### src/core/drive_fault_pkg.sv
// Constants and types shared by the drive fault monitor
package drive_fault_pkg;
  // ------------------------------------------------------------
  // Time base
  // ------------------------------------------------------------
  localparam int CLK_KHZ = 125000;
  localparam int TICK_MS = 100;
  localparam int TICK_CYCLES = TICK_MS * CLK_KHZ;
  localparam int MINUTE_MS = 60000;
  localparam int MINUTE_TICKS = MINUTE_MS / TICK_MS;
  localparam int DS_W = 10;
  // Times below count tenths of a second, one per tick
  localparam logic [DS_W-1:0] RESTART_CLEAR_DS = 10'h12C;
  localparam logic [DS_W-1:0] WARN_TIME_MAX_DS = 10'h12C;
  localparam logic [DS_W-1:0] TRIP_TIME_MAX_DS = 10'h258;
  // ------------------------------------------------------------
  // Levels in percent of motor rated current, and selects
  // ------------------------------------------------------------
  localparam int PCT_W = 8;
  localparam logic [PCT_W-1:0] LEVEL_MAX_PCT = 8'hC8;
  localparam logic [PCT_W-1:0] LEVEL_MIN_PCT = 8'h1E;
  localparam logic [PCT_W-1:0] WARN_MAX_PCT = 8'h96;
  localparam logic [PCT_W-1:0] CONT_MIN_PCT = 8'h32;
  localparam logic [PCT_W-1:0] CONT_LIMIT_PCT = 8'h96;
  localparam int FSEL_W = 5;
  localparam logic [FSEL_W-1:0] FSEL_MAX = 5'h13;
  localparam logic [FSEL_W-1:0] FSEL_WARN = 5'h05;
  localparam logic [FSEL_W-1:0] FSEL_STALL = 5'h07;
  localparam int STALL_ACCEL = 0;
  localparam int STALL_CONST = 1;
  localparam int STALL_DECEL = 2;
  // ------------------------------------------------------------
  // Records
  // ------------------------------------------------------------
  localparam int HISTORY_DEPTH = 5;
  localparam int FREQ_W = 16;
  localparam int RAMP_W = 16;
  localparam int FAULT_W = 8;
  localparam int EXT_TRIP_W = 6;
  localparam int FAULT_THERMAL = 0;
  localparam int FAULT_OVERLOAD = 1;

  typedef enum logic [1:0] {
    PHASE_IDLE = 2'h0,
    PHASE_CONST = 2'h1,
    PHASE_ACCEL = 2'h3,
    PHASE_DECEL = 2'h2
  } phase_type;

  typedef enum logic {
    REC_IDLE = 1'h0,
    REC_TRIPPED = 1'h1
  } rec_state_type;

  typedef struct packed {
    logic valid;
    logic [FAULT_W-1:0] code;
    logic [FREQ_W-1:0] freq;
    logic [PCT_W-1:0] current;
    phase_type phase;
  } record_type;

  typedef struct packed {
    logic thermal_protect_enable;
    logic cooling_type_select;
    logic [PCT_W-1:0] one_minute_thermal_level;
    logic [PCT_W-1:0] continuous_thermal_level;
    logic [PCT_W-1:0] overload_warn_level;
    logic [DS_W-1:0] overload_warn_time;
    logic overload_trip_enable;
    logic [PCT_W-1:0] overload_trip_level;
    logic [DS_W-1:0] overload_trip_time;
    logic [2:0] stall_prevent_select;
    logic [PCT_W-1:0] stall_current_level;
    logic [FSEL_W-1:0] relay_function_select;
    logic [FSEL_W-1:0] output2_function_select;
    logic fault_history_clear;
  } settings_type;

  localparam settings_type SETTINGS_RESET = '{
    thermal_protect_enable: 1'h0,
    cooling_type_select: 1'h0,
    one_minute_thermal_level: 8'h96,
    continuous_thermal_level: 8'h64,
    overload_warn_level: 8'h96,
    overload_warn_time: 10'h064,
    overload_trip_enable: 1'h1,
    overload_trip_level: 8'hB4,
    overload_trip_time: 10'h258,
    stall_prevent_select: 3'h0,
    stall_current_level: 8'h96,
    relay_function_select: 5'h11,
    output2_function_select: 5'h11,
    fault_history_clear: 1'h0
  };
endpackage

### src/core/sync2.sv
// Two flip-flop synchroniser for asynchronous pin inputs
`timescale 1ns/1ps
`default_nettype none
module sync2 #(
  parameter int WIDTH = 1
) (
  // Clock and reset
  input wire logic ref_clk_i,
  input wire logic rst_i,
  // Data
  input wire logic [WIDTH-1:0] d_i,
  output logic [WIDTH-1:0] q_o
);
  logic [WIDTH-1:0] meta;

  always_ff @(posedge ref_clk_i or posedge rst_i) begin
    if (rst_i) begin
      meta <= '0;
      q_o <= '0;
    end else begin
      meta <= d_i;
      q_o <= meta;
    end
  end
endmodule
`default_nettype wire

### src/core/level_timer.sv
// Flags a quantity held above its level for a set number of ticks
`timescale 1ns/1ps
`default_nettype none
module level_timer
  import drive_fault_pkg::*;
(
  // Clock and reset
  input wire logic ref_clk_i,
  input wire logic rst_i,
  // Time base and comparison
  input wire logic tick_i,
  input wire logic over_i,
  input wire logic [DS_W-1:0] limit_i,
  // Result
  output logic expired_o
);
  logic [DS_W-1:0] count;
  logic [DS_W-1:0] next_count;
  logic next_expired;

  // Any dip below the level restarts the wait from zero
  always_comb begin
    next_count = count;
    if (!over_i) begin
      next_count = '0;
    end else if (tick_i && count < limit_i) begin
      next_count = count + 1'b1;
    end
    next_expired = over_i && (next_count >= limit_i);
  end

  always_ff @(posedge ref_clk_i or posedge rst_i) begin
    if (rst_i) begin
      count <= '0;
      expired_o <= 1'b0;
    end else begin
      count <= next_count;
      expired_o <= next_expired;
    end
  end

  property p_drop_below;
    @(posedge ref_clk_i) disable iff (rst_i)
    !over_i |=> !expired_o;
  endproperty
  a_drop_below: assert property (p_drop_below)
    else $error("flag stayed up after level dropped");

  property p_full_wait;
    @(posedge ref_clk_i) disable iff (rst_i)
    $rose(expired_o) |-> count >= limit_i && $past(over_i);
  endproperty
  a_full_wait: assert property (p_full_wait)
    else $error("flag rose before the full wait");
endmodule
`default_nettype wire

### src/core/drive_fault_monitor.sv
// Drive fault recorder with thermal, overload and stall protection
`timescale 1ns/1ps
`default_nettype none
module drive_fault_monitor
  import drive_fault_pkg::*;
#(
  parameter int TICK_CYCLES_P = TICK_CYCLES,
  parameter int HISTORY_DEPTH_P = HISTORY_DEPTH,
  parameter logic [FREQ_W-1:0] LOW_SPEED_FREQ = 16'h07D0
) (
  // Clock and reset
  input wire logic ref_clk_i,
  input wire logic rst_i,
  // Fault reset pins
  input wire logic fault_reset_key_i,
  input wire logic fault_reset_term_i,
  // Power stage and ramp state
  input wire logic [PCT_W-1:0] motor_current_i,
  input wire logic [FREQ_W-1:0] output_freq_i,
  input wire logic dc_bus_at_limit_i,
  input wire logic running_i,
  input wire logic accel_i,
  input wire logic decel_i,
  input wire logic [EXT_TRIP_W-1:0] ext_trip_i,
  input wire logic auto_restart_enable_i,
  input wire logic [RAMP_W-1:0] accel_ramp_time_i,
  input wire logic [RAMP_W-1:0] decel_ramp_time_i,
  // Settings
  input wire settings_type settings_i,
  input wire logic settings_write_i,
  output var settings_type settings_o,
  output logic settings_refused_o,
  // Fault records
  output var record_type current_fault_o,
  output var record_type [HISTORY_DEPTH_P-1:0] fault_history_o,
  // Drive control and relay outputs
  output logic output_block_o,
  output logic thermal_overload_trip_o,
  output logic stall_decel_o,
  output logic decel_hold_o,
  output logic [RAMP_W-1:0] ramp_time_o,
  output logic relay_contact_set_o,
  output logic output2_o,
  output logic restart_count_clear_o
);
  // ------------------------------------------------------------
  // Helpers
  // ------------------------------------------------------------
  function automatic logic in_range(input logic [PCT_W-1:0] v,
                                    input logic [PCT_W-1:0] lo,
                                    input logic [PCT_W-1:0] hi);
    return (v >= lo) && (v <= hi);
  endfunction

  function automatic logic fsel_out(input logic [FSEL_W-1:0] sel,
                                    input logic warn,
                                    input logic stall);
    logic r;
    r = 1'b0;
    if (sel == FSEL_WARN) begin
      r = warn;
    end else if (sel == FSEL_STALL) begin
      r = stall;
    end
    return r;
  endfunction

  // Thermal fields read as zero while thermal protection is off
  function automatic settings_type view_of(input settings_type s);
    settings_type v;
    v = s;
    if (!s.thermal_protect_enable) begin
      v.cooling_type_select = 1'b0;
      v.one_minute_thermal_level = '0;
      v.continuous_thermal_level = '0;
    end
    return v;
  endfunction

  // ------------------------------------------------------------
  // Tick of one tenth of a second
  // ------------------------------------------------------------
  localparam logic [23:0] TICK_LAST = 24'(TICK_CYCLES_P - 1);
  logic [23:0] tick_count;
  logic [23:0] next_tick_count;
  logic tick;
  logic next_tick;

  always_comb begin
    next_tick = (tick_count == TICK_LAST);
    next_tick_count = next_tick ? 24'h000000 : tick_count + 24'h000001;
  end

  always_ff @(posedge ref_clk_i or posedge rst_i) begin
    if (rst_i) begin
      tick_count <= '0;
      tick <= 1'b0;
    end else begin
      tick_count <= next_tick_count;
      tick <= next_tick;
    end
  end

  // ------------------------------------------------------------
  // Settings
  // ------------------------------------------------------------
  localparam settings_type VIEW_RESET = view_of(SETTINGS_RESET);
  settings_type settings;
  settings_type next_settings;
  settings_type next_view;
  settings_type w;
  logic next_refused;
  logic next_clear;
  logic clear_pulse;
  logic t_ok;
  logic ok;

  // A write with any field out of range is refused as a whole; thermal fields are checked only when thermal protection is enabled
  always_comb begin
    w = settings_i;
    t_ok = in_range(w.one_minute_thermal_level,
                    w.continuous_thermal_level, LEVEL_MAX_PCT) &&
           w.continuous_thermal_level >= CONT_MIN_PCT &&
           w.continuous_thermal_level < CONT_LIMIT_PCT &&
           w.continuous_thermal_level < w.one_minute_thermal_level;
    ok = (!w.thermal_protect_enable || t_ok) &&
         in_range(w.overload_warn_level, LEVEL_MIN_PCT, WARN_MAX_PCT) &&
         w.overload_warn_time <= WARN_TIME_MAX_DS &&
         in_range(w.overload_trip_level, LEVEL_MIN_PCT, LEVEL_MAX_PCT) &&
         w.overload_trip_time <= TRIP_TIME_MAX_DS &&
         in_range(w.stall_current_level, LEVEL_MIN_PCT, LEVEL_MAX_PCT) &&
         w.relay_function_select <= FSEL_MAX &&
         w.output2_function_select <= FSEL_MAX;
    next_settings = settings;
    next_refused = 1'b0;
    next_clear = 1'b0;
    if (settings_write_i) begin
      if (ok) begin
        next_settings = w;
        next_clear = w.fault_history_clear;
        next_settings.fault_history_clear = 1'b0;
        if (!w.thermal_protect_enable) begin
          next_settings.cooling_type_select = settings.cooling_type_select;
          next_settings.one_minute_thermal_level =
            settings.one_minute_thermal_level;
          next_settings.continuous_thermal_level =
            settings.continuous_thermal_level;
        end
      end else begin
        next_refused = 1'b1;
      end
    end
    next_view = view_of(next_settings);
  end

  always_ff @(posedge ref_clk_i or posedge rst_i) begin
    if (rst_i) begin
      settings <= SETTINGS_RESET;
      settings_o <= VIEW_RESET;
      settings_refused_o <= 1'b0;
      clear_pulse <= 1'b0;
    end else begin
      settings <= next_settings;
      settings_o <= next_view;
      settings_refused_o <= next_refused;
      clear_pulse <= next_clear;
    end
  end

  // ------------------------------------------------------------
  // Protections
  // ------------------------------------------------------------
  logic warn_hit;
  logic trip_hit;
  logic [23:0] heat;
  logic [23:0] next_heat;
  logic [23:0] heat_limit;
  logic [8:0] excess;
  logic next_thermal;
  logic stall_over;
  logic stalled;
  logic next_stall_decel;
  logic next_decel_hold;
  logic [RAMP_W-1:0] next_ramp_time;
  logic next_relay;
  logic next_out2;
  logic ovl_event;
  phase_type phase_now;
  logic [FAULT_W-1:0] trip_code;

  level_timer u_warn (
    .ref_clk_i(ref_clk_i),
    .rst_i(rst_i),
    .tick_i(tick),
    .over_i(motor_current_i > settings.overload_warn_level),
    .limit_i(settings.overload_warn_time),
    .expired_o(warn_hit)
  );

  level_timer u_trip (
    .ref_clk_i(ref_clk_i),
    .rst_i(rst_i),
    .tick_i(tick),
    .over_i(motor_current_i > settings.overload_trip_level),
    .limit_i(settings.overload_trip_time),
    .expired_o(trip_hit)
  );

  always_comb begin
    phase_now = accel_i ? PHASE_ACCEL :
                decel_i ? PHASE_DECEL :
                running_i ? PHASE_CONST : PHASE_IDLE;
    stall_over = motor_current_i > settings.stall_current_level;
    stalled = stall_over || (decel_i && dc_bus_at_limit_i);
    // Heat grows with current above the continuous level; the trip
    // point is one minute of heating at the one-minute level
    excess = {1'b0, motor_current_i} -
             {1'b0, settings.continuous_thermal_level};
    if (!settings.cooling_type_select &&
        output_freq_i < LOW_SPEED_FREQ) begin
      excess = excess + {1'b0, excess[8:1]};
    end
    heat_limit = 24'(settings.one_minute_thermal_level -
                     settings.continuous_thermal_level) *
                 24'(MINUTE_TICKS);
    next_heat = heat;
    if (!settings.thermal_protect_enable) begin
      next_heat = '0;
    end else if (tick) begin
      if (motor_current_i > settings.continuous_thermal_level) begin
        if (heat < heat_limit) begin
          next_heat = heat + 24'(excess);
        end
      end else if (heat != 24'h000000) begin
        next_heat = heat - 24'h000001;
      end
    end
    next_thermal = settings.thermal_protect_enable &&
                   heat >= heat_limit;
    ovl_event = settings.overload_trip_enable && trip_hit;
    trip_code = {ext_trip_i, ovl_event, thermal_overload_trip_o};
    next_stall_decel = stall_over &&
      ((accel_i && settings.stall_prevent_select[STALL_ACCEL]) ||
       (phase_now == PHASE_CONST &&
        settings.stall_prevent_select[STALL_CONST]));
    next_decel_hold = decel_i && dc_bus_at_limit_i &&
      settings.stall_prevent_select[STALL_DECEL];
    // The external ramp uses the configured times while stall acts
    next_ramp_time = (next_stall_decel || decel_i) ?
                     decel_ramp_time_i : accel_ramp_time_i;
    next_relay = fsel_out(settings.relay_function_select,
                          warn_hit, stalled);
    next_out2 = fsel_out(settings.output2_function_select,
                         warn_hit, stalled);
  end

  always_ff @(posedge ref_clk_i or posedge rst_i) begin
    if (rst_i) begin
      heat <= '0;
      thermal_overload_trip_o <= 1'b0;
      stall_decel_o <= 1'b0;
      decel_hold_o <= 1'b0;
      ramp_time_o <= '0;
      relay_contact_set_o <= 1'b0;
      output2_o <= 1'b0;
    end else begin
      heat <= next_heat;
      thermal_overload_trip_o <= next_thermal;
      stall_decel_o <= next_stall_decel;
      decel_hold_o <= next_decel_hold;
      ramp_time_o <= next_ramp_time;
      relay_contact_set_o <= next_relay;
      output2_o <= next_out2;
    end
  end

  // ------------------------------------------------------------
  // Fault recorder and history
  // ------------------------------------------------------------
  logic [1:0] reset_sync;
  logic [1:0] reset_prev;
  logic reset_edge;
  rec_state_type state;
  rec_state_type next_state;
  record_type next_current;
  record_type [HISTORY_DEPTH_P-1:0] base;
  record_type [HISTORY_DEPTH_P-1:0] next_history;
  logic next_block;
  logic next_restart_clear;

  sync2 #(
    .WIDTH(2)
  ) u_sync (
    .ref_clk_i(ref_clk_i),
    .rst_i(rst_i),
    .d_i({fault_reset_term_i, fault_reset_key_i}),
    .q_o(reset_sync)
  );

  // A clear and a reset in one cycle: history is erased first, then
  // the current record still lands in slot one
  always_comb begin
    reset_edge = |(reset_sync & ~reset_prev);
    next_state = state;
    next_current = current_fault_o;
    next_block = output_block_o;
    next_restart_clear = 1'b0;
    base = clear_pulse ? '0 : fault_history_o;
    next_history = base;
    unique case (state)
      REC_IDLE: begin
        if (running_i && |trip_code) begin
          next_state = REC_TRIPPED;
          next_current.valid = 1'b1;
          next_current.code = trip_code;
          next_current.freq = output_freq_i;
          next_current.current = motor_current_i;
          next_current.phase = phase_now;
          next_block = 1'b1;
          next_restart_clear = auto_restart_enable_i &&
            trip_code[FAULT_OVERLOAD] &&
            settings.overload_trip_time > RESTART_CLEAR_DS;
        end
      end
      REC_TRIPPED: begin
        if (reset_edge) begin
          next_history = {base[HISTORY_DEPTH_P-2:0],
                          current_fault_o};
          next_current = '0;
          next_state = REC_IDLE;
          next_block = 1'b0;
        end
      end
    endcase
  end

  always_ff @(posedge ref_clk_i or posedge rst_i) begin
    if (rst_i) begin
      reset_prev <= '0;
      state <= REC_IDLE;
      current_fault_o <= '0;
      fault_history_o <= '0;
      output_block_o <= 1'b0;
      restart_count_clear_o <= 1'b0;
    end else begin
      reset_prev <= reset_sync;
      state <= next_state;
      current_fault_o <= next_current;
      fault_history_o <= next_history;
      output_block_o <= next_block;
      restart_count_clear_o <= next_restart_clear;
    end
  end

  // ------------------------------------------------------------
  // Checks
  // ------------------------------------------------------------
  property p_capture;
    @(posedge ref_clk_i) disable iff (rst_i)
    state == REC_IDLE && running_i && |trip_code |=>
      current_fault_o.valid && output_block_o &&
      current_fault_o.code == $past(trip_code) &&
      current_fault_o.current == $past(motor_current_i);
  endproperty
  a_capture: assert property (p_capture)
    else $error("trip not captured");

  property p_phase;
    @(posedge ref_clk_i) disable iff (rst_i)
    state == REC_IDLE && running_i && accel_i && |trip_code |=>
      current_fault_o.phase == PHASE_ACCEL;
  endproperty
  a_phase: assert property (p_phase)
    else $error("phase not recorded");

  property p_shift;
    @(posedge ref_clk_i) disable iff (rst_i)
    state == REC_TRIPPED && reset_edge && !clear_pulse |=>
      fault_history_o[0] == $past(current_fault_o) &&
      fault_history_o[HISTORY_DEPTH_P-1] ==
        $past(fault_history_o[HISTORY_DEPTH_P-2]) &&
      !current_fault_o.valid;
  endproperty
  a_shift: assert property (p_shift)
    else $error("history did not shift");

  property p_erase;
    @(posedge ref_clk_i) disable iff (rst_i)
    clear_pulse && !(state == REC_TRIPPED && reset_edge) |=>
      fault_history_o == '0;
  endproperty
  a_erase: assert property (p_erase)
    else $error("history not erased");

  property p_refuse_cont;
    @(posedge ref_clk_i) disable iff (rst_i)
    settings_write_i && settings_i.thermal_protect_enable &&
    settings_i.continuous_thermal_level >= CONT_LIMIT_PCT |=>
      settings_refused_o && settings == $past(settings);
  endproperty
  a_refuse_cont: assert property (p_refuse_cont)
    else $error("bad continuous level accepted");

  property p_accel_stall;
    @(posedge ref_clk_i) disable iff (rst_i)
    accel_i && settings.stall_prevent_select[STALL_ACCEL] &&
    motor_current_i > settings.stall_current_level |=> stall_decel_o;
  endproperty
  a_accel_stall: assert property (p_accel_stall)
    else $error("no stall deceleration");

  property p_decel_hold;
    @(posedge ref_clk_i) disable iff (rst_i)
    !(decel_i && dc_bus_at_limit_i) |=> !decel_hold_o;
  endproperty
  a_decel_hold: assert property (p_decel_hold)
    else $error("deceleration held without bus limit");

  property p_stall_relay;
    @(posedge ref_clk_i) disable iff (rst_i)
    settings.relay_function_select == FSEL_STALL && stalled |=>
      relay_contact_set_o;
  endproperty
  a_stall_relay: assert property (p_stall_relay)
    else $error("stall not shown on relay");

  property p_ovl_block;
    @(posedge ref_clk_i) disable iff (rst_i)
    $rose(ovl_event) && running_i && state == REC_IDLE |=>
      output_block_o ##1 output_block_o;
  endproperty
  a_ovl_block: assert property (p_ovl_block)
    else $error("overload did not block output");
endmodule
`default_nettype wire

### config.mk
export PLATFORM = sky130hd
export DESIGN_NAME = drive_fault_monitor
export DESIGN_NICKNAME = d
export VERILOG_FILES = /design/src/core/drive_fault_pkg.sv /design/src/core/sync2.sv /design/src/core/level_timer.sv /design/src/core/drive_fault_monitor.sv
export SDC_FILE = /design/constraint.sdc
export NUM_CORES = 1
export LEC_CHECK = 0
export ABC_AREA = 1
export BUFFER_PORTS_ARGS = -buffer_cell sky130_fd_sc_hd__buf_2
export CAP_MARGIN = 20
export CORE_ASPECT_RATIO = 0.8
export CORE_MARGIN = 5
export CORE_UTILIZATION = 51
export CTS_BUF_LIST = sky130_fd_sc_hd__clkbuf_16
export DETAILED_ROUTE_END_ITERATION = 12
export PLACE_DENSITY = 0.78
export SKIP_CTS_REPAIR_TIMING = 1
export SYNTH_ARGS = -nofsm -noshare
export SYNTH_HDL_FRONTEND = slang
export SYNTH_SLANG_ARGS = --single-unit
### constraint.sdc
create_clock -name ref_clk_i -period 14.3 [get_ports ref_clk_i]
set_input_delay 2.86 -clock ref_clk_i [delete_from_list [all_inputs] [get_ports ref_clk_i]]
set_output_delay 2.86 -clock ref_clk_i [all_outputs]
set_load 0.01 [all_outputs]
* After elaboration in Yosys (flattened, before gate mapping)
Cells that the tools add are included.
Operators by class: bitwise operators 3, add/subtract/negate cells 8, order comparisons 27, muxes and demuxes 41, equal/unequal tests 11, multiply operators 1, reductions and logical operators 41
Operators with widths (count):
- two-way mux 175 bit | 3
- two-way mux 77 bit | 2
- two-way mux 24 bit | 6
- two-way mux 35 bit | 2
- case mux 35 bit (2 select lines) | 1
- two-way mux 10 bit | 4
- two-way mux 17 bit | 2
- > comparator 8 bit | 4
- less-or-equal comparator 8 bit, second input constant | 4
- logical AND 1 bit | 29
- adder 24 x 1 -> 24 bit, second input constant | 1
- adder 24 x 9 -> 24 bit | 1
- == test 24 bit, second input constant | 1
- greater-or-equal comparator 24 bit | 1
- greater-or-equal comparator 8 x 5 -> 1 bit, second input constant | 3
- < comparator 24 bit | 1
- multiplier 24 x 7 -> 21 bit, second input constant | 1
- nonzero test 24 bit | 1
- subtractor 24 x 1 -> 24 bit, second input constant | 1
- adder 10 x 1 -> 10 bit, second input constant | 2
- == test 5 x 3 -> 1 bit, second input constant | 4
- greater-or-equal comparator 10 bit | 2
- < comparator 10 bit | 2
- subtractor 8 x 8 -> 9 bit | 2
- 28 further kinds | 52
Word-level totals: register bits after elaboration 406

* Logic depth before layout (Yosys ltp)
Gate-level depths: netlist of the first run.
depth after elaboration 16, mapped depth 43, depth with buffers taken out 42

* Cells and area by module
From an unflattened synthesis of the first run, not the netlist that was laid out.
Unflattened totals: cell total of the unflattened synthesis 2958, area, all modules 23702.7 um2
Modules (own cells, without submodules):
- drive_fault_monitor | cells each 2617, area an instance 21241.6 um2, instances 1
- level_timer | cells each 168, area an instance 1178.6 um2, instances 2
- sync2 | cells each 5, area an instance 103.8 um2, instances 1

* Worst setup path before layout of the first run
No wires, ideal clock.
path type input-to-reg, start input port motor_current_i[0], end register heat[21], data arrival time 6.958 ns, stages on the path 31, required time 14.235 ns, buffers on the path 0, path slack 7.277 ns, cell sequence inv_1 ha_1 inv_1 fa_1 ha_1 fa_1 nand3b_1 nand2_1 ha_1 nand2_1 nor2_1 inv_1 nor2_1 nand3_1 nor2_1 nand2_1 inv_1 ha_1 or2_2 ha_1 nand2_1 nor2_1 and3_1 nand4_1 nand3_1 nand2_1 o211ai_1 nor2_1 nor2_1 nand2_1 nand2_1
Between the ends: longest elaborated chain between the ends 8
RTL lines:
- from (decl) | line drive_fault_monitor.sv:18 | input wire logic [PCT_W-1:0] motor_current_i,
- subtractor 8 x 8 -> 9 bit | line drive_fault_monitor.sv:217 | excess = {1'b0, motor_current_i} -
- adder 9 x 8 -> 9 bit | line drive_fault_monitor.sv:221 | excess = excess + {1'b0, excess[8:1]};
- two-way mux 9 bit | line drive_fault_monitor.sv:219 | if (!settings.cooling_type_select &&
- adder 24 x 9 -> 24 bit | line drive_fault_monitor.sv:232 | next_heat = heat + 24'(excess);
- two-way mux 24 bit | line drive_fault_monitor.sv:231 | if (heat < heat_limit) begin
- two-way mux 24 bit | line drive_fault_monitor.sv:230 | if (motor_current_i > settings.continuous_thermal_level) begin
- two-way mux 24 bit | line drive_fault_monitor.sv:229 | end else if (tick) begin
- two-way mux 24 bit | line drive_fault_monitor.sv:227 | if (!settings.thermal_protect_enable) begin
- to (signal assigned) | line drive_fault_monitor.sv:267 | heat <= next_heat;
- to (decl) | line drive_fault_monitor.sv:175 | logic [23:0] heat;
Several ways; a longest one is shown, not always the timed one. The select of a mux whose other input is x is not followed. A chain may end at the register's enable or synchronous reset.

* Final worst setup path of the first run
Ends and elaborated chain as after synthesis.

==> flow_metrics.py, run 1 <==
metrics = {
    "setup_path": {
        "crit_family": "simple AND/OR/NAND/NOR gates",
        "crit_fanout": 5,
        "max_stage_delay_ns": 0.55,
        "crit_path_start_kind": "primary input",
        "endpoint_kind": "flip-flop",
        "crit_buf_inv": 6,
        "arrival_ns": 7.94,
        "reg2reg_from": "settings[61]",
        "cp_slowest_cell": "fa_1",
        "crit_required_ns": 14.79,
        "cp_common_cell": "nand2_1",
        "crit_path_start": "motor_current_i[0]",
        "critical_path_class": "in2reg",
    },
    "floorplan": {
        "boundaryPins": 460,
        "fp.coreArea_um2": 45400,
        "die_w_um": 249,
        "die_area_um2": 50000,
        "dieHeight_um": 201,
        "rows": 70,
        "start_util_pct": 51.3,
    },
    "logic_synthesis": {
        "synth_compound_area_share_pct": 11.7,
        "synth_top_family_by_area": "simple AND/OR/NAND/NOR gates",
        "syn_inst": 2907,
        "syn_nets": 3251,
        "ys_seq_area_share_pct": 43.7,
        "synthArstFlopShare_pct": 100,
        "synthesis.area_um2": 23300,
        "yosysMostFrequentCell": "nand2_1",
        "synth_area_leaders": "dfrtp_1 (40%), nand2_1 (13%), ha_1 (9.7%)",
        "synthFlopType": "dfrtp_1",
        "yosys.area.top_type": "dfrtp_1",
        "synthTopCellsByCount": "nand2_1 (795), inv_1 (394), dfrtp_1 (374), o21ai_0 (312), ha_1 (180)",
        "ys_types": 57,
        "yosys.area_share.simple_pct": 21.4,
        "yosys_warnings": 0,
        "synth_edf_count": 0,
        "synth_top_area_share_pct": 40.2,
        "syn_avg_cell_area_um2": 8.00,
        "synth_xor_xnor_area_share_pct": 2.15,
        "ys_ff_latch": 405,
        "synth_fa_ha_area_share_pct": 11.0,
        "synth_mux_area_share_pct": 0,
    },
    "clock_tree": {
        "ctsRootBufferMaster": "clkbuf_16",
        "path_clk_slew_ns": 0.06,
        "htreeDepth": 2,
        "clock_latency_ns": 0.57,
        "cts_tree": "yes",
        "clk_path_buf_depth": 3,
        "cts_sinks": 405,
        "cts-buffers-inserted": 42,
    },
    "sta": {
        "worst_pin_slew_ns": 1.07,
        "slew_viol_final": 0,
        "grt_setup_unrepaired": "false",
        "fin_tns_setup_ns": 0,
        "layout_min_cycle_time_ns": 7.45,
        "fmax_mhz": 134,
        "setup_viol": 0,
        "relSlewSlack_pct": 28.6,
        "fin_crit_sh_pct": 52.1,
        "setup_ws_ns": 6.85,
        "hold_viol": 0,
        "fin_worst_skew_ns": 0.0204,
    },
    "global_route": {
        "antenna_found_initial": 2,
        "grt_pass1_vias": 19600,
        "gr-total-overflow": 0,
        "grt.total_usage_pct": 27.5,
        "grt_pass1_wl_um": 111000,
        "grt_max_degree": 127,
    },
    "power_and_ir_drop": {
        "vdd_drop_max_v": 0.000218,
        "p_leak_nw": 14.9,
        "p_per_area_nw_per_um2": 193,
    },
    "routing": {
        "dr.first_iter.drc_count": 1534,
        "vias_per_cell": 5.33,
        "post_drt_wl_per_cell_um": 18.1,
        "drtPass1Iterations": 5,
        "totalWireLength_um": 71000,
        "drcViolationCount": 0,
        "dr_total_vias": 20900,
        "antenna_left": 0,
    },
    "place": {
        "gp_congestion": 0.925,
        "dp_hpwl_um": 55000,
        "io_buffers": 458,
        "dp_slack_ns": 6.37,
    },
    "job": {
        "max_cap_viol_count": 0,
    },
    "final_layout": {
        "drive_gt1_share_pct": 18.3,
        "fillerInstances": 4118,
        "fin_nets": 3617,
        "area_delta_synth_final_pct": 15.9,
        "diodes": 0,
    },
    "hold_path": {
        "hold_path.class": "reg2reg",
        "hp-start": "u_sync.meta[1]",
    },
    "outcome": {
        "outcome": "complete, no violations",
    },
}
[power breakdown]
| part | internal, W | switching [W] |
|---|---|---|
| Clock | 0.000603 | 0.000470 |
| Sequential | 0.00143 | 0.000159 |
| Combinational | 0.000967 | 0.00158 |
[cell type report]
type | count | area, µm² | share of cell area [%]
inverter | 399 | 1510 | 5.60
timing repair buffer | 475 | 2420 | 8.97
clock buffer | 43 | 1080 | 3.99
sequential | 405 | 10200 | 37.7
clock inverter | 35 | 262 | 0.970
tap | 612 | 766 | 2.84
multi-input combinational | 1950 | 10800 | 39.9
[final timing paths]
path	to	slack [ns]	cells past startpoint
setup / recovery	heat[21]	6.85	33
hold / removal	u_sync.q_o[1]	0.35	0
setup reg to reg	heat[23]	6.96	42
hold reg to reg	u_sync.q_o[1]	0.35	0
max in group asynchronous	current_fault_o[20]	9.46	4
min in group asynchronous	restart_count_clear_o	2.49	2
[sequential cells by signal (all words and copies together), names as in the netlist, 2 cells and up]
register,cells
settings,76
tick_count,24
settings_o,17
fault_history_o,175
u_sync.q_o,2
heat,24
u_warn.count,10
ramp_time_o,16
current_fault_o,35
u_sync.meta,2
u_trip.count,10
reset_prev,2
[cell families (layout without fill, tap and decap cells)]
family	after synthesis	in the layout
compound gates	510	510
xor+xnor	57	57
fa+ha+maj	195	195
buf+inv	552	952
flops	405	405
other cells	1	1
simple gates	1187	1187
[layer usage]
layer,global-route usage (%),share of wire [%],up-vias
li1,-,-,10100
met1,38.6,44,9872
met2,42.7,44,762
met3,6.50,8.0,139
met4,8.77,3.5,2
met5,0,0.014,-
[stage by stage]
step	std cells	hold slack (ns)	area [µm²]	power [W]	util, %
after floorplan	2907	0.331	23300	0.00337	-
after global placement	3841	0.334	25600	0.00408	56.5
after detailed placement	3841	0.336	25600	0.00415	56.5
after CTS	3919	0.345	27000	0.00524	59.4
after global routing	3919	0.358	27000	0.00566	59.4
final	3919	0.346	27000	0.00521	59.4
[cells in the final DEF, fill, tap and decap left out, drive strengths merged, types with 6 or more instances in the layout]
master	instances
a31oi	9
nor2	130
ha	180
xor2	36
clkbuf	43
nor4	13
xnor2	21
nand3	142
fa	15
dfrtp	374
o211ai	10
nand4	44
nor3	38
a21oi	123
nand3b	6
clkinv	23
o21ai	322
buf	475
o21bai	8
dfstp	31
nand2	800
o22ai	9
inv	405
No activity file was read; power rests on OpenSTA's default activity.
==> run 2, diff against run 1 <==
==> constraint.sdc (replaced) <==
create_clock -name ref_clk_i -period 6 [get_ports ref_clk_i]
set_input_delay 1.2 -clock ref_clk_i [delete_from_list [all_inputs] [get_ports ref_clk_i]]
set_output_delay 1.2 -clock ref_clk_i [all_outputs]
set_load 0.01 [all_outputs]
==> flow_metrics.py, run 2 (synthesized netlist as in run 1, its figures left out) <==
metrics = {
    "power_and_ir_drop": {
        "p_comb_share_pct": 55.2,
        "switching_share_pct": 42.5,
        "vdd_drop_max_v": 0.000731,
        "p_clk_share_pct": 18.1,
        "power_frac_seq_pct": 26.7,
        "p_leak_nw": 15.6,
        "p_int_w": 0.00818,
        "p_sw_w": 0.00604,
        "p_per_area_nw_per_um2": 501,
    },
    "final_layout": {
        "final_util_pct": 62.6,
        "layout_common_cells": "nand2_1 (773), buf_2 (458), inv_1 (389)",
        "layout_commonest_cell": "nand2_1",
        "drive_gt1_share_pct": 23.3,
        "reg.largest.list": "fault_history_o x175, settings x76, current_fault_o x35",
        "area_delta_synth_final_pct": 22.0,
        "regMostFlops": "fault_history_o",
        "fillerInstances": 3918,
        "largest_reg_flops": 175,
        "seqCellArea_um2": 10200,
        "stdcell_area_um2": 28400,
        "fin_nets": 3737,
        "multi_input_area_um2": 11200,
    },
    "routing": {
        "antenna_left": 0,
        "wl_met2_um": 33100,
        "dr_wl_met3_um": 6310,
        "drtPass1Iterations": 6,
        "wl_met1_um": 31800,
        "top_layer": "met5",
        "drcViolationCount": 0,
        "totalWireLength_um": 74200,
        "dr.first_iter.drc_count": 1928,
        "post_drt_wl_per_cell_um": 18.4,
        "dr_total_vias": 21500,
        "vias_per_cell": 5.33,
    },
    "place": {
        "io_buffers": 458,
        "gp_congestion": 0.927,
        "placed_area_um2": 26600,
        "dp_slack_ns": -0.579,
        "dp_hpwl_um": 56400,
    },
    "setup_path": {
        "arrival_ns": 7.04,
        "crit_path_start_kind": "flip-flop",
        "worst_r2r_endpoint": "heat[12]",
        "reg2reg_slack_ns": -0.54,
        "max_stage_delay_ns": 0.49,
        "cp_common_cell": "nand2_1",
        "crit_fanout": 6,
        "critical_path_class": "reg2reg",
        "rr_worst_depth": 43,
        "crit_required_ns": 6.49,
        "endpoint_kind": "flip-flop",
        "reg2reg_from": "settings[67]",
        "cp_slowest_cell": "fa_1",
    },
    "floorplan": {
        "die_w_um": 249,
        "dieHeight_um": 201,
        "die_area_um2": 50000,
        "fp.coreArea_um2": 45400,
        "rows": 70,
        "boundaryPins": 460,
        "start_util_pct": 51.3,
    },
    "clock_tree": {
        "cts_tree": "yes",
        "clk_path_buf_depth": 3,
        "cts-buffers-inserted": 43,
        "cts_sinks": 405,
        "path_clk_slew_ns": 0.06,
        "clock_latency_ns": 0.58,
        "htreeDepth": 2,
        "ctsRootBufferMaster": "clkbuf_16",
    },
    "global_route": {
        "grt_max_degree": 185,
        "gr-total-overflow": 0,
        "antenna_found_initial": 4,
        "grt.total_usage_pct": 28.1,
        "grt_pass1_wl_um": 113000,
        "grt_pass1_vias": 20100,
    },
    "sta": {
        "setup_viol": 25,
        "setup_ws_ns": -0.543,
        "layout_min_cycle_time_ns": 6.54,
        "hold_viol": 0,
        "worst_pin_slew_ns": 1.10,
        "fin_worst_skew_ns": 0.0127,
        "slew_viol_final": 0,
        "relSlewSlack_pct": 26.9,
        "fin_crit_sh_pct": 109,
        "fmax_mhz": 153,
        "fin_tns_setup_ns": -12.05,
        "grt_setup_unrepaired": "true",
    },
    "outcome": {
        "violations": "setup timing",
        "outcome": "complete, but fails checks",
    },
    "hold_path": {
        "hp-start": "u_sync.meta[0]",
        "hold_path.class": "reg2reg",
        "holdPathStages": 0,
        "hold_end": "u_sync.q_o[0]",
    },
    "job": {
        "max_cap_viol_count": 0,
    },
}
run 2: critical path: cells and delay by family (launching register included):
kind	cells	cell delay [ns]
fa+ha+maj	8	2.49
compound gates	6	0.69
flops	1	0.37
buf+inv	9	0.79
simple gates	19	1.89
xor+xnor	1	0.23
run 2: metal layers:
metal | vias up | track usage (%)
met5 | - | 0
met2 | 908 | 43.2
met1 | 10100 | 39.0
met4 | 2 | 10.4
met3 | 155 | 6.97
li1 | 10400 | -
run 2: power by group through the flow:
stage / clock (W) / combinational, W / sequential [W]
floorplan: 0 / 0.00418 / 0.00406
global placement: 0 / 0.00691 / 0.00380
detailed placement: 0 / 0.00709 / 0.00383
CTS: 0.00261 / 0.00713 / 0.00378
global route: 0.00271 / 0.00866 / 0.00387
finish: 0.00257 / 0.00785 / 0.00380
run 2: worst max-delay path by stage:
stage / startpoint / endpoint / slack, ns / depth (start not counted)
6_report: settings[67] / heat[12] / -0.54 / 43
5_1_grt: settings[67] / heat[12] / -0.97 / 43
4_1_cts: settings[61] / heat[15] / -0.67 / 41
3_5_place_dp: settings[61] / heat[8] / -0.58 / 41
3_3_place_gp: settings[61] / heat[18] / -0.28 / 43
2_1_floorplan: rst_i / clear_pulse / -0.63 / 1
run 2: per-stage QoR:
step	hold slack, ns	cells	power (W)
after floorplan	0.331	2907	0.00824
after global placement	0.333	3949	0.0107
after detailed placement	0.336	3949	0.0109
after CTS	0.350	4026	0.0135
after global routing	0.367	4039	0.0152
final	0.347	4039	0.0142
run 2: cell type report:
class | count | area share, %
Sequential cell | 405 | 35.8
Multi-Input combinational cell | 1950 | 39.4
Timing Repair Buffer | 594 | 12.0
Inverter | 399 | 5.33
Clock buffer | 43 | 3.79
Clock inverter | 34 | 0.934
Antenna cell | 2 | 0.0176
Tap cell | 612 | 2.70
